[config.mk]
export PLATFORM = sky130hd
export DESIGN_NAME = spi_register_access_slave
export DESIGN_NICKNAME = d
export VERILOG_FILES = /design/src/inc/spi_slave_pkg.sv /design/src/inc/stream_if.sv /design/src/pair_fifo.sv /design/src/spi_register_access_slave.sv
export SDC_FILE = /design/constraint.sdc
export NUM_CORES = 1
export LEC_CHECK = 0
export BUFFER_PORTS_ARGS = -buffer_cell sky130_fd_sc_hd__buf_2
export CORE_ASPECT_RATIO = 0.7
export CORE_MARGIN = 2
export CORE_UTILIZATION = 40
export DETAILED_ROUTE_END_ITERATION = 7
export PLACE_DENSITY = 0.53
export SLEW_MARGIN = 20
export SYNTH_ARGS = -nofsm -noshare
export SYNTH_HDL_FRONTEND = slang
export SYNTH_SLANG_ARGS = --single-unit
[constraint.sdc]
create_clock -name sys_clk -period 4.2 [get_ports sys_clk]
set_clock_uncertainty 0.15 [all_clocks]
set_input_delay 0.84 -clock sys_clk [delete_from_list [all_inputs] [get_ports sys_clk]]
set_output_delay 0.84 -clock sys_clk [all_outputs]
set_load 0.005 [all_outputs]
[src/inc/spi_slave_pkg.sv]
// =============================================================================
// Shared constants of the serial register access port
// =============================================================================
package spi_slave_pkg;

    // Widths
    localparam int BYTE_W     = 8;
    localparam int ADDR_W     = 7;
    localparam int PAIR_W     = ADDR_W + BYTE_W;
    localparam int CNT_W      = 3;

    // Field positions inside the control byte and the write pair
    localparam int RW_POS     = 7;
    localparam int PAIR_ADDR_LSB = BYTE_W;

    // Write FIFO shape
    localparam int FIFO_DEPTH = 8;

    // Pin synchroniser lanes
    localparam int PIN_N      = 3;
    localparam int PIN_CSB    = 0;
    localparam int PIN_SCK    = 1;
    localparam int PIN_SDI    = 2;

    // Reset values and the last bit count
    localparam logic [BYTE_W-1:0] BYTE_RST = 8'h00;
    localparam logic [ADDR_W-1:0] ADDR_RST = 7'h00;
    localparam logic [CNT_W-1:0]  LAST_BIT = 3'h7;

    // Frame states
    typedef enum logic [1:0] {
        ST_IDLE,
        ST_CMD,
        ST_WDATA,
        ST_READ
    } frame_state_t;

endpackage : spi_slave_pkg

[src/inc/stream_if.sv]
`timescale 1ns/1ps
// =============================================================================
// Valid/ready word stream between internal modules
// =============================================================================
interface stream_if #(
    parameter int WIDTH = 8
);
    logic [WIDTH-1:0] data;
    logic             valid;
    logic             ready;

    modport src (output data, output valid, input ready);
    modport snk (input data, input valid, output ready);
endinterface : stream_if

[src/pair_fifo.sv]
`timescale 1ns/1ps
// =============================================================================
// Synchronous FIFO, honest full and empty
// =============================================================================
module pair_fifo #(
    parameter int WIDTH = 15,
    parameter int DEPTH = 8
) (
    // Clock and reset
    input  wire logic sys_clk,
    input  wire logic reset_n,
    // Filling and draining sides
    stream_if.snk     fill,
    stream_if.src     drain
);
    localparam int PTR_W = $clog2(DEPTH);

    logic [WIDTH-1:0] mem [DEPTH];
    logic [PTR_W-1:0] wr_ptr_q, wr_ptr_d;
    logic [PTR_W-1:0] rd_ptr_q, rd_ptr_d;
    logic [PTR_W:0]   count_q,  count_d;
    logic             push;
    logic             pop;

    // Full and empty come straight from the occupancy count
    assign fill.ready  = (count_q != (PTR_W+1)'(DEPTH));
    assign drain.valid = (count_q != '0);
    assign drain.data  = mem[rd_ptr_q];
    assign push        = fill.valid & fill.ready;
    assign pop         = drain.valid & drain.ready;

    // Pointer and count update
    always_comb
    begin
        wr_ptr_d = push ? wr_ptr_q + 1'b1 : wr_ptr_q;
        rd_ptr_d = pop  ? rd_ptr_q + 1'b1 : rd_ptr_q;
        count_d  = count_q;
        if (push && !pop)
        begin
            count_d = count_q + 1'b1;
        end
        else if (pop && !push)
        begin
            count_d = count_q - 1'b1;
        end
    end

    always_ff @(posedge sys_clk or negedge reset_n)
    begin
        if (!reset_n)
        begin
            wr_ptr_q <= '0;
            rd_ptr_q <= '0;
            count_q  <= '0;
        end
        else
        begin
            wr_ptr_q <= wr_ptr_d;
            rd_ptr_q <= rd_ptr_d;
            count_q  <= count_d;
        end
    end

    // Storage has no reset; only entries counted as valid are read
    always_ff @(posedge sys_clk)
    begin
        if (push)
        begin
            mem[wr_ptr_q] <= fill.data;
        end
    end

endmodule : pair_fifo

[src/spi_register_access_slave.sv]
`timescale 1ns/1ps
// Operation
// - Mode 00 or 11 picked from clock level seen just after select falls
// - Three-wire mode when three_wire_enable is 1; same framing either way
// - Three-wire: data in pin is bidirectional, data out pin stays undriven
// - Each select-low period is one transaction, opened and closed by host
// - Input bits captured on serial clock rising edges
// - Output bit changes on serial clock falling edges
// - Control byte: bit 7 read flag, low 7 bits register address
// - Writes are control/data pairs, repeatable in one frame, no increment
// - After a read control byte, data shifts out on the active data pin
// - Read address increments after each byte sent
// - First select-low disables the I2C port until power-on reset
module spi_register_access_slave
    import spi_slave_pkg::*;
(
    // Clock and reset
    input  wire logic              sys_clk,
    input  wire logic              reset_n,
    // Serial pins
    input  wire logic              chip_select_low,
    input  wire logic              serial_clk,
    input  wire logic              serial_in_pin_i,
    output logic                   serial_in_pin_o,
    output logic                   serial_in_pin_oe,
    output logic                   serial_out_pin_o,
    output logic                   serial_out_pin_oe,
    // Configuration and status
    input  wire logic              three_wire_enable,
    output logic                   i2c_disable,
    output logic                   write_overflow,
    // Register file write side
    output logic                   reg_wr_valid,
    input  wire logic              reg_wr_ready,
    output logic [ADDR_W-1:0]      reg_wr_addr,
    output logic [BYTE_W-1:0]      reg_wr_data,
    // Register file read side
    output logic [ADDR_W-1:0]      reg_rd_addr,
    input  wire logic [BYTE_W-1:0] reg_rd_data
);

    // =========================================================================
    // Pin synchronisers
    // =========================================================================
    logic [PIN_N-1:0] meta_q;
    logic [PIN_N-1:0] pin_q;
    logic [PIN_N-1:0] pin_prev_q;

    // Two flops per pin; the third stage only serves edge detection
    for (genvar i = 0; i < PIN_N; i++)
    begin : g_sync
        always_ff @(posedge sys_clk or negedge reset_n)
        begin
            if (!reset_n)
            begin
                meta_q[i]     <= 1'b1;
                pin_q[i]      <= 1'b1;
                pin_prev_q[i] <= 1'b1;
            end
            else
            begin
                meta_q[i]     <= (i == PIN_CSB) ? chip_select_low :
                                 (i == PIN_SCK) ? serial_clk : serial_in_pin_i;
                pin_q[i]      <= meta_q[i];
                pin_prev_q[i] <= pin_q[i];
            end
        end
    end

    logic cs_low;
    logic cs_fall;
    logic sck_rise;
    logic sck_fall;
    logic sdi_bit;

    // Clock and data share the same delay, so data lines up with each edge
    assign cs_low   = ~pin_q[PIN_CSB];
    assign cs_fall  = cs_low & pin_prev_q[PIN_CSB];
    assign sck_rise = pin_q[PIN_SCK] & ~pin_prev_q[PIN_SCK];
    assign sck_fall = ~pin_q[PIN_SCK] & pin_prev_q[PIN_SCK];
    assign sdi_bit  = pin_q[PIN_SDI];

    // =========================================================================
    // Write pair FIFO and output stage
    // =========================================================================
    stream_if #(.WIDTH(PAIR_W)) fill_s ();
    stream_if #(.WIDTH(PAIR_W)) drain_s ();

    pair_fifo #(
        .WIDTH (PAIR_W),
        .DEPTH (FIFO_DEPTH)
    ) pair_fifo_inst (
        .sys_clk (sys_clk),
        .reset_n (reset_n),
        .fill    (fill_s.snk),
        .drain   (drain_s.src)
    );

    logic              out_valid_q, out_valid_d;
    logic [PAIR_W-1:0] out_data_q,  out_data_d;

    // Output register keeps the write port glitch free; drains on ready
    assign drain_s.ready = ~out_valid_q | reg_wr_ready;

    always_comb
    begin
        out_valid_d = out_valid_q;
        out_data_d  = out_data_q;
        if (drain_s.valid && drain_s.ready)
        begin
            out_valid_d = 1'b1;
            out_data_d  = drain_s.data;
        end
        else if (reg_wr_ready)
        begin
            out_valid_d = 1'b0;
        end
    end

    always_ff @(posedge sys_clk or negedge reset_n)
    begin
        if (!reset_n)
        begin
            out_valid_q <= 1'b0;
            out_data_q  <= '0;
        end
        else
        begin
            out_valid_q <= out_valid_d;
            out_data_q  <= out_data_d;
        end
    end

    assign reg_wr_valid = out_valid_q;
    assign reg_wr_addr  = out_data_q[PAIR_W-1:PAIR_ADDR_LSB];
    assign reg_wr_data  = out_data_q[BYTE_W-1:0];

    // =========================================================================
    // Frame engine
    // =========================================================================
    frame_state_t      state_q,   state_d;
    logic [CNT_W-1:0]  cnt_q,     cnt_d;
    logic [BYTE_W-1:0] rx_q,      rx_d;
    logic [BYTE_W-1:0] tx_q,      tx_d;
    logic [BYTE_W-1:0] rd_byte_q, rd_byte_d;
    logic [ADDR_W-1:0] addr_q,    addr_d;
    logic [ADDR_W-1:0] rd_addr_q, rd_addr_d;
    logic              fetch_q,   fetch_d;
    logic              mode11_q,  mode11_d;
    logic              three_q,   three_d;
    logic              drive_q,   drive_d;
    logic              bit_q,     bit_d;
    logic              i2c_off_q, i2c_off_d;
    logic              ovf_q,     ovf_d;
    logic              si_oe_q,   so_oe_q;
    logic [BYTE_W-1:0] byte_in;
    logic              push;

    assign byte_in = {rx_q[BYTE_W-2:0], sdi_bit};

    // One pass per clock: frame control, bit shifting, read fetch
    always_comb
    begin
        state_d   = state_q;
        cnt_d     = cnt_q;
        rx_d      = rx_q;
        tx_d      = tx_q;
        rd_byte_d = fetch_q ? reg_rd_data : rd_byte_q;
        addr_d    = addr_q;
        rd_addr_d = rd_addr_q;
        fetch_d   = 1'b0;
        mode11_d  = mode11_q;
        three_d   = three_q;
        drive_d   = drive_q;
        bit_d     = bit_q;
        i2c_off_d = i2c_off_q | cs_low;
        ovf_d     = ovf_q;
        push      = 1'b0;
        if (cs_fall)
        begin
            // Host holds the clock still here, so its level names the mode
            state_d  = ST_CMD;
            cnt_d    = '0;
            mode11_d = pin_q[PIN_SCK];
            three_d  = three_wire_enable;
            ovf_d    = 1'b0;
        end
        else if (!cs_low)
        begin
            // Frame over: stop driving and forget any partial byte
            state_d = ST_IDLE;
            cnt_d   = '0;
            drive_d = 1'b0;
        end
        else if (state_q != ST_IDLE)
        begin
            if (sck_rise)
            begin
                rx_d  = byte_in;
                cnt_d = cnt_q + 1'b1;
                if (cnt_q == LAST_BIT)
                begin
                    case (state_q)
                        ST_CMD:
                        begin
                            addr_d = byte_in[ADDR_W-1:0];
                            if (byte_in[RW_POS])
                            begin
                                state_d   = ST_READ;
                                rd_addr_d = byte_in[ADDR_W-1:0];
                                fetch_d   = 1'b1;
                            end
                            else
                            begin
                                state_d = ST_WDATA;
                            end
                        end
                        ST_WDATA:
                        begin
                            // Pair done; next byte is a fresh control byte
                            push    = fill_s.ready;
                            ovf_d   = ovf_q | ~fill_s.ready;
                            state_d = ST_CMD;
                        end
                        ST_READ:
                        begin
                            rd_addr_d = addr_q + 1'b1;
                            addr_d    = addr_q + 1'b1;
                            fetch_d   = 1'b1;
                        end
                        default:
                        begin
                            state_d = ST_IDLE;
                        end
                    endcase
                end
            end
            else if (sck_fall && state_q == ST_READ)
            begin
                // Mode 11 also falls once before the first bit, still in ST_CMD
                drive_d = 1'b1;
                if (cnt_q == '0)
                begin
                    bit_d = rd_byte_q[BYTE_W-1];
                    tx_d  = {rd_byte_q[BYTE_W-2:0], 1'b0};
                end
                else
                begin
                    bit_d = tx_q[BYTE_W-1];
                    tx_d  = {tx_q[BYTE_W-2:0], 1'b0};
                end
            end
        end
    end

    assign fill_s.valid = push;
    assign fill_s.data  = {addr_q, byte_in};

    always_ff @(posedge sys_clk or negedge reset_n)
    begin
        if (!reset_n)
        begin
            state_q   <= ST_IDLE;
            cnt_q     <= '0;
            rx_q      <= BYTE_RST;
            tx_q      <= BYTE_RST;
            rd_byte_q <= BYTE_RST;
            addr_q    <= ADDR_RST;
            rd_addr_q <= ADDR_RST;
            fetch_q   <= 1'b0;
            mode11_q  <= 1'b0;
            three_q   <= 1'b0;
            drive_q   <= 1'b0;
            bit_q     <= 1'b0;
            i2c_off_q <= 1'b0;
            ovf_q     <= 1'b0;
            si_oe_q   <= 1'b0;
            so_oe_q   <= 1'b0;
        end
        else
        begin
            state_q   <= state_d;
            cnt_q     <= cnt_d;
            rx_q      <= rx_d;
            tx_q      <= tx_d;
            rd_byte_q <= rd_byte_d;
            addr_q    <= addr_d;
            rd_addr_q <= rd_addr_d;
            fetch_q   <= fetch_d;
            mode11_q  <= mode11_d;
            three_q   <= three_d;
            drive_q   <= drive_d;
            bit_q     <= bit_d;
            i2c_off_q <= i2c_off_d;
            ovf_q     <= ovf_d;
            si_oe_q   <= drive_d & three_d;
            so_oe_q   <= drive_d & ~three_d;
        end
    end

    // =========================================================================
    // Pin and status outputs, all from flops
    // =========================================================================
    assign serial_in_pin_o   = bit_q;
    assign serial_in_pin_oe  = si_oe_q;
    assign serial_out_pin_o  = bit_q;
    assign serial_out_pin_oe = so_oe_q;
    assign i2c_disable       = i2c_off_q;
    assign write_overflow    = ovf_q;
    assign reg_rd_addr       = rd_addr_q;

endmodule : spi_register_access_slave

==> flow_summary.ini, run 1 <==
[clock_network]
clkLatencyLatePin_ps = 490
htreeDepth = 1
cts_resized = 0
cts_buffers = 21
clk_pin_slew_ps = 60
post_cts_buffers = 0
cts_hold_buf = 0
cts_tree = done
max-clock-path-buffers = 3
clkSinkCount = 203
cts_root_buf = clkbuf_16

[yosys]
netlist_area_mm2 = 0.00826
ys_seq_elements = 203
synth_edf_count = 120
synth_fp_nets = 551
synth-warning-count = 0
postSynth.asyncResetShare = 0.409
ys_types = 48
syn_avg_cell_area_um2 = 15.9
synth-seq-area-share = 0.689
syn_inst = 521
ys.flop_type = edfxtp_1

[global_routing]
grt_pass1_wl_mm = 26.2
overflow = 0
grt_util_all_layers = 0.154
antenna_found_initial = 0
grt_pass1_vias = 4579
grt_start_max_net_pins = 57

[setup_path]
cp_common_cell = ha_1
max_stage_delay_ps = 460
crit_slowest_cell = a2111oi_0
crit_chain = ha_1 > ha_1 > nor3b_4 > nand4b_1 > inv_2 > ha_1 > inv_1 > ha_1 > a21o_1 > a2111oi_0 > o31ai_1
critical_path.endpoint_type = register
start_kind = register
required_ps = 4400
critPathArrivalTime_ps = 3370
worstSetupPathType = reg2reg
critPathMaxFanout = 7
r2r_cells = 11

[timing]
fmax_mhz = 315
slew_violations = 0
setup_viol = 0
rsz0062_at_grt = no
timing.final.hold_violations = 0
setup-tns-final_ps = 0
min_period_ps = 3170
worst_pin_slew_ps = 1070
post-route-period-util = 0.756
relSlewSlack = 0.288
hold_ws_ps = 205

[floorplan]
chipWidth_um = 176
core_mm2 = 0.0200
die_h_um = 124
initial_core_util = 0.413
die_area_mm2 = 0.0218
row_count = 43
ios = 44

[cells_and_area]
nNetsFinal = 604
drive_gt1_frac = 0.260
areaGrowthSynthToFinish_pct = 14.3

[drt]
routed_wl_mm = 16.3
first_pass_iters = 6
drt.antenna.violating_nets = 0
routed_via_density = 5.15
post_drt_wl_per_cell_um = 19.0
drc_errors = 0
drt_iter0_markers = 269
via_count = 4421

[place]
portBuffers = 43
dp_hpwl_mm = 10.3
gp_congestion = 0.775

[pwr]
power_density_mw_per_mm2 = 515
leakagePower_uw = 0.00359
ir_drop_uv = 240

[outcome]
status = finished, final reports clean

[hold_path]
whs_path_depth = 0
min_path_type = reg2reg

[job]
max-cap-violations = 0
[per-stage QoR]
stage | cells | total power [uW] | setup WS [ps] | instance area [um2] | utilization
after detailed placement | 821 | 3160 | 1040 | 8790 | 0.439
after floorplan | 521 | 2910 | 1050 | 8260 | -
after CTS | 858 | 4940 | 1040 | 9440 | 0.472
final | 859 | 4860 | 1030 | 9440 | 0.472
after global placement | 821 | 3140 | 1180 | 8790 | 0.439
after global routing | 858 | 5100 | 785 | 9440 | 0.472
[power breakdown]
| group | switching, uW | internal [uW] | total, uW |
|---|---|---|---|
| clock network | 731 | 1040 | 1770 |
| logic | 245 | 357 | 602 |
| registers | 278 | 2220 | 2500 |
[synth_stat cells (3+ instances only)]
library cell    n  share of area
edfxtp_1      120           0.44
dfrtp_1        75           0.23
nand2_1        39          0.018
nor2_1         33          0.015
mux4_2         30          0.082
mux2i_1        28          0.034
a21oi_1        24          0.015
o21ai_0        21          0.013
mux2_2         20          0.027
ha_1           14          0.021
inv_1          12         0.0055
clkbuf_1       10         0.0045
nor3_1         10         0.0061
dfstp_2         8          0.025
xnor2_1         7         0.0074
buf_2           6         0.0036
buf_4           5         0.0045
nand2b_1        5         0.0038
nor2b_1         5         0.0038
a31oi_1         4         0.0030
nand3_1         4         0.0024
o211ai_1        4         0.0036
and3_1          3         0.0023
buf_1           3         0.0014
xor2_1          3         0.0032
[worst max-delay path, delay by kind of cell, from the launching register on]
family	cells	cell delay, ps
compound gates	3	810
simple gates	2	560
flops	1	390
buf+inv	2	280
fa+ha+maj	4	850
[layer usage]
metal  track usage  wire (um)  up-vias
met5             0          0        -
met4        0.0331        340        0
met3        0.0245        745       26
met2         0.233       7150       99
met1         0.237       8070     2247
li1              -          -     2049
[flip-flops by register name (all words and copies together) (netlist names), 4 cells and up]
| register | cells |
|---|---|
| out_data_q | 15 |
| pair_fifo_inst.mem | 120 |
| reg_rd_addr | 7 |
| addr_q | 7 |
| rd_byte_q | 8 |
| rx_q | 7 |
| tx_q | 7 |
| pair_fifo_inst.count_q | 4 |
[cell families after synthesis]
logic type,synth area share
DFF,0.689
adders and majority gates,0.0236
muxes,0.147
buffers and inverters,0.0214
and+or+nand+nor,0.0644
AOI/OAI and AO/OA,0.0444
xor gates and xnor gates,0.0106
[layout make-up]
class	count	area [um2]
fillers	1743	10600
flip-flops and latches	203	5690
multi-input cells	280	2410
clock buffers	24	537
well taps	270	338
repair buffers	55	308
clock inverters	13	110
inverters	13	48.8
diodes	1	2.50
[worst paths after layout]
check / from / end / slack, ps
max in group asynchronous: reset_n / pin_q[1] / 2690
min in group asynchronous: reset_n / out_data_q[11] / 270
max: cnt_q[0] / pair_fifo_inst.count_q[3] / 1030
min reg2reg: meta_q[2] / sdi_bit / 210
max reg2reg: cnt_q[0] / pair_fifo_inst.count_q[3] / 1030
min: meta_q[2] / sdi_bit / 210
[cell usage in the layout, fill, tap and decap left out, drive strengths merged, types with 24 or more instances in the layout]
| cell type | netlist | final |
|---|---|---|
| nor2 | 33 | 33 |
| a21oi | 24 | 24 |
| nand2 | 39 | 39 |
| mux4 | 30 | 30 |
| clkbuf | 10 | 24 |
| mux2i | 28 | 28 |
| edfxtp | 120 | 120 |
| buf | 15 | 55 |
| dfrtp | 75 | 75 |
No activity file was read; power rests on OpenSTA's default activity.
==> inputs of run 2 (changes only) <==
==> constraint.sdc (replaced) <==
create_clock -name sys_clk -period 2.97 [get_ports sys_clk]
set_clock_uncertainty 0.15 [all_clocks]
set_input_delay 0.594 -clock sys_clk [delete_from_list [all_inputs] [get_ports sys_clk]]
set_output_delay 0.594 -clock sys_clk [all_outputs]
set_load 0.005 [all_outputs]
==> run 2 against run 1 <==
Against the previous run: routed wire length up 0.28%; sequential cell count did not move; global-route usage rose by 0.12 points; maximum frequency up 15%; setup slack got worse by 820 ps; final cell count increased by 1.9%; combinational power grew 84%; critical path depth is the same; power increased by 41%; worst hold slack worse by 150 ps; clock-buffer cell count grew 8.
==> flow_summary.ini, run 2 (synthesis gave the netlist of run 1 again) <==
[pwr]
pwr-share-clk = 0.355
leakagePower_uw = 0.00367
ir_drop_uv = 367
power_frac_comb = 0.162
internal_power_uw = 5110
power_density_mw_per_mm2 = 715
power_frac_seq = 0.483
switching_share = 0.255
p_sw_uw = 1750

[global_routing]
grt_start_max_net_pins = 40
antenna_found_initial = 0
grt_pass1_vias = 4620
grt_util_all_layers = 0.156
grt_pass1_wl_mm = 26.1
overflow = 0

[hold_path]
whs_path_depth = 1
min_path_type = in2reg

[cells_and_area]
drive_gt1_frac = 0.283
areaGrowthSynthToFinish_pct = 16.2
layout_commonest_cell = edfxtp_1
diodes = 0
fin_area_mm2 = 0.00960
final_cell_mix = 120 x edfxtp_1, 74 x dfrtp_1, 42 x buf_2, 39 x nand2_1, 33 x nor2_1
nNetsFinal = 621
reg_top3 = pair_fifo_inst.mem (120), out_data_q (15), rd_byte_q (8)
top_register = pair_fifo_inst.mem
largest_reg_flops = 120
fillers = 1780

[setup_path]
max_stage_delay_ps = 380
start_kind = register
critical_path.endpoint_type = register
crit_chain = ha_1 > ha_1 > nor3b_4 > nand4b_1 > inv_2 > ha_4 > inv_2 > ha_1 > a21o_1 > a2111oi_2 > o31ai_1
worstSetupPathType = reg2reg
r2r_cells = 11
critPathArrivalTime_ps = 2980
crit_slowest_cell = dfrtp_1
required_ps = 3190
cp_common_cell = ha_1
critPathMaxFanout = 5

[clock_network]
cts_tree = done
max-clock-path-buffers = 3
clkSinkCount = 203
cts_buffers = 20
clkLatencyLatePin_ps = 490
cts_root_buf = clkbuf_16
clk_pin_slew_ps = 60
htreeDepth = 1

[place]
dp_slack_ps = -1.85
dpl_cell_area_mm2 = 0.00890
portBuffers = 43
gp_congestion = 0.789
dp_hpwl_mm = 10.3

[job]
max-cap-violations = 0

[timing]
relSlewSlack = 0.596
min_period_ps = 2770
finalWorstSetupSlack_ps = 202
worst_pin_slew_ps = 606
fmax_mhz = 361
setup_viol = 0
post-route-period-util = 0.932
slew_violations = 0
timing.final.hold_violations = 0
rsz0062_at_grt = no

[drt]
routed_wl_mm = 16.4
drc_errors = 0
drt_iter0_markers = 288
post_drt_wl_per_cell_um = 18.7
first_pass_iters = 5
routed_via_density = 5.10
via_count = 4459
drt.antenna.violating_nets = 0

[floorplan]
die_area_mm2 = 0.0218
ios = 44
die_h_um = 124
row_count = 43
initial_core_util = 0.413
core_mm2 = 0.0200
chipWidth_um = 176

[outcome]
status = finished, final reports clean
[run 2: cell count changes in the layout (fill, tap and decap cells not counted), moves of 3 or more]
| cell | before | now |
|---|---|---|
| buf_4 | 13 | 29 |
| clkbuf_1 | 3 | 10 |
| clkinv_1 | 6 | 1 |
| clkinv_2 | 4 | 1 |
[run 2: cell type report]
| cell class | count | area [um2] | share of cell area |
|---|---|---|---|
| tap | 270 | 338 | 0.0352 |
| multi-input combinational | 280 | 2430 | 0.254 |
| clock inverter | 4 | 47.5 | 0.00496 |
| inverter | 13 | 48.8 | 0.00509 |
| clock buffer | 32 | 577 | 0.0601 |
| sequential | 203 | 5690 | 0.593 |
| timing repair buffer | 73 | 458 | 0.0477 |
[run 2: metal layers]
metal	wire length (um)	track usage
met5	0	0
met2	7220	0.233
met3	851	0.0321
met1	7950	0.233
met4	330	0.0394
[run 2: worst paths after layout]
check / from / end / slack (ps)
max: cnt_q[0] / pair_fifo_inst.count_q[3] / 200
min: chip_select_low / meta_q[0] / 50
max reg2reg: cnt_q[0] / pair_fifo_inst.count_q[3] / 200
min reg2reg: meta_q[2] / sdi_bit / 200
max in group asynchronous: reset_n / pin_prev_q[0] / 1510
min in group asynchronous: reset_n / out_data_q[10] / 500
[run 2: critical path, delay by kind of cell (launching register included)]
kind,cells,cell delay [ps]
flip-flops,1,380
AO/OA/AOI/OAI,3,710
AND/OR/NAND/NOR,2,390
buffers and inverters,2,220
adder cells (fa/ha/maj),4,800
[run 2: stage by stage]
step	util	total power, uW	setup TNS, ps	std cells	hold slack [ps]
after global placement	0.445	4460	0	834	197
after detailed placement	0.445	4490	-1.85	834	197
after global routing	0.479	7210	0	875	26.7
after floorplan	-	4110	0	521	148
final	0.479	6860	0	875	50.4
after CTS	0.477	6950	0	871	33.1
[run 2: power groups by stage]
stage                     combinational (uW)  sequential [uW]  clock [uW]
after floorplan                          802             3310           0
after global placement                  1090             3360           0
after detailed placement                1110             3370           0
after CTS                               1120             3320        2510
after global routing                    1230             3360        2620
final                                   1110             3320        2430
[run 2: repair_timing]
action | in CTS | in global routing
gates resized for setup | 1 | 6
pin swaps | 0 | 1
endpoints found under the hold margin | 34 | 0
setup buffers | 0 | 4
endpoints found under the setup margin | 1 | 1
hold buffers | 1 | 0
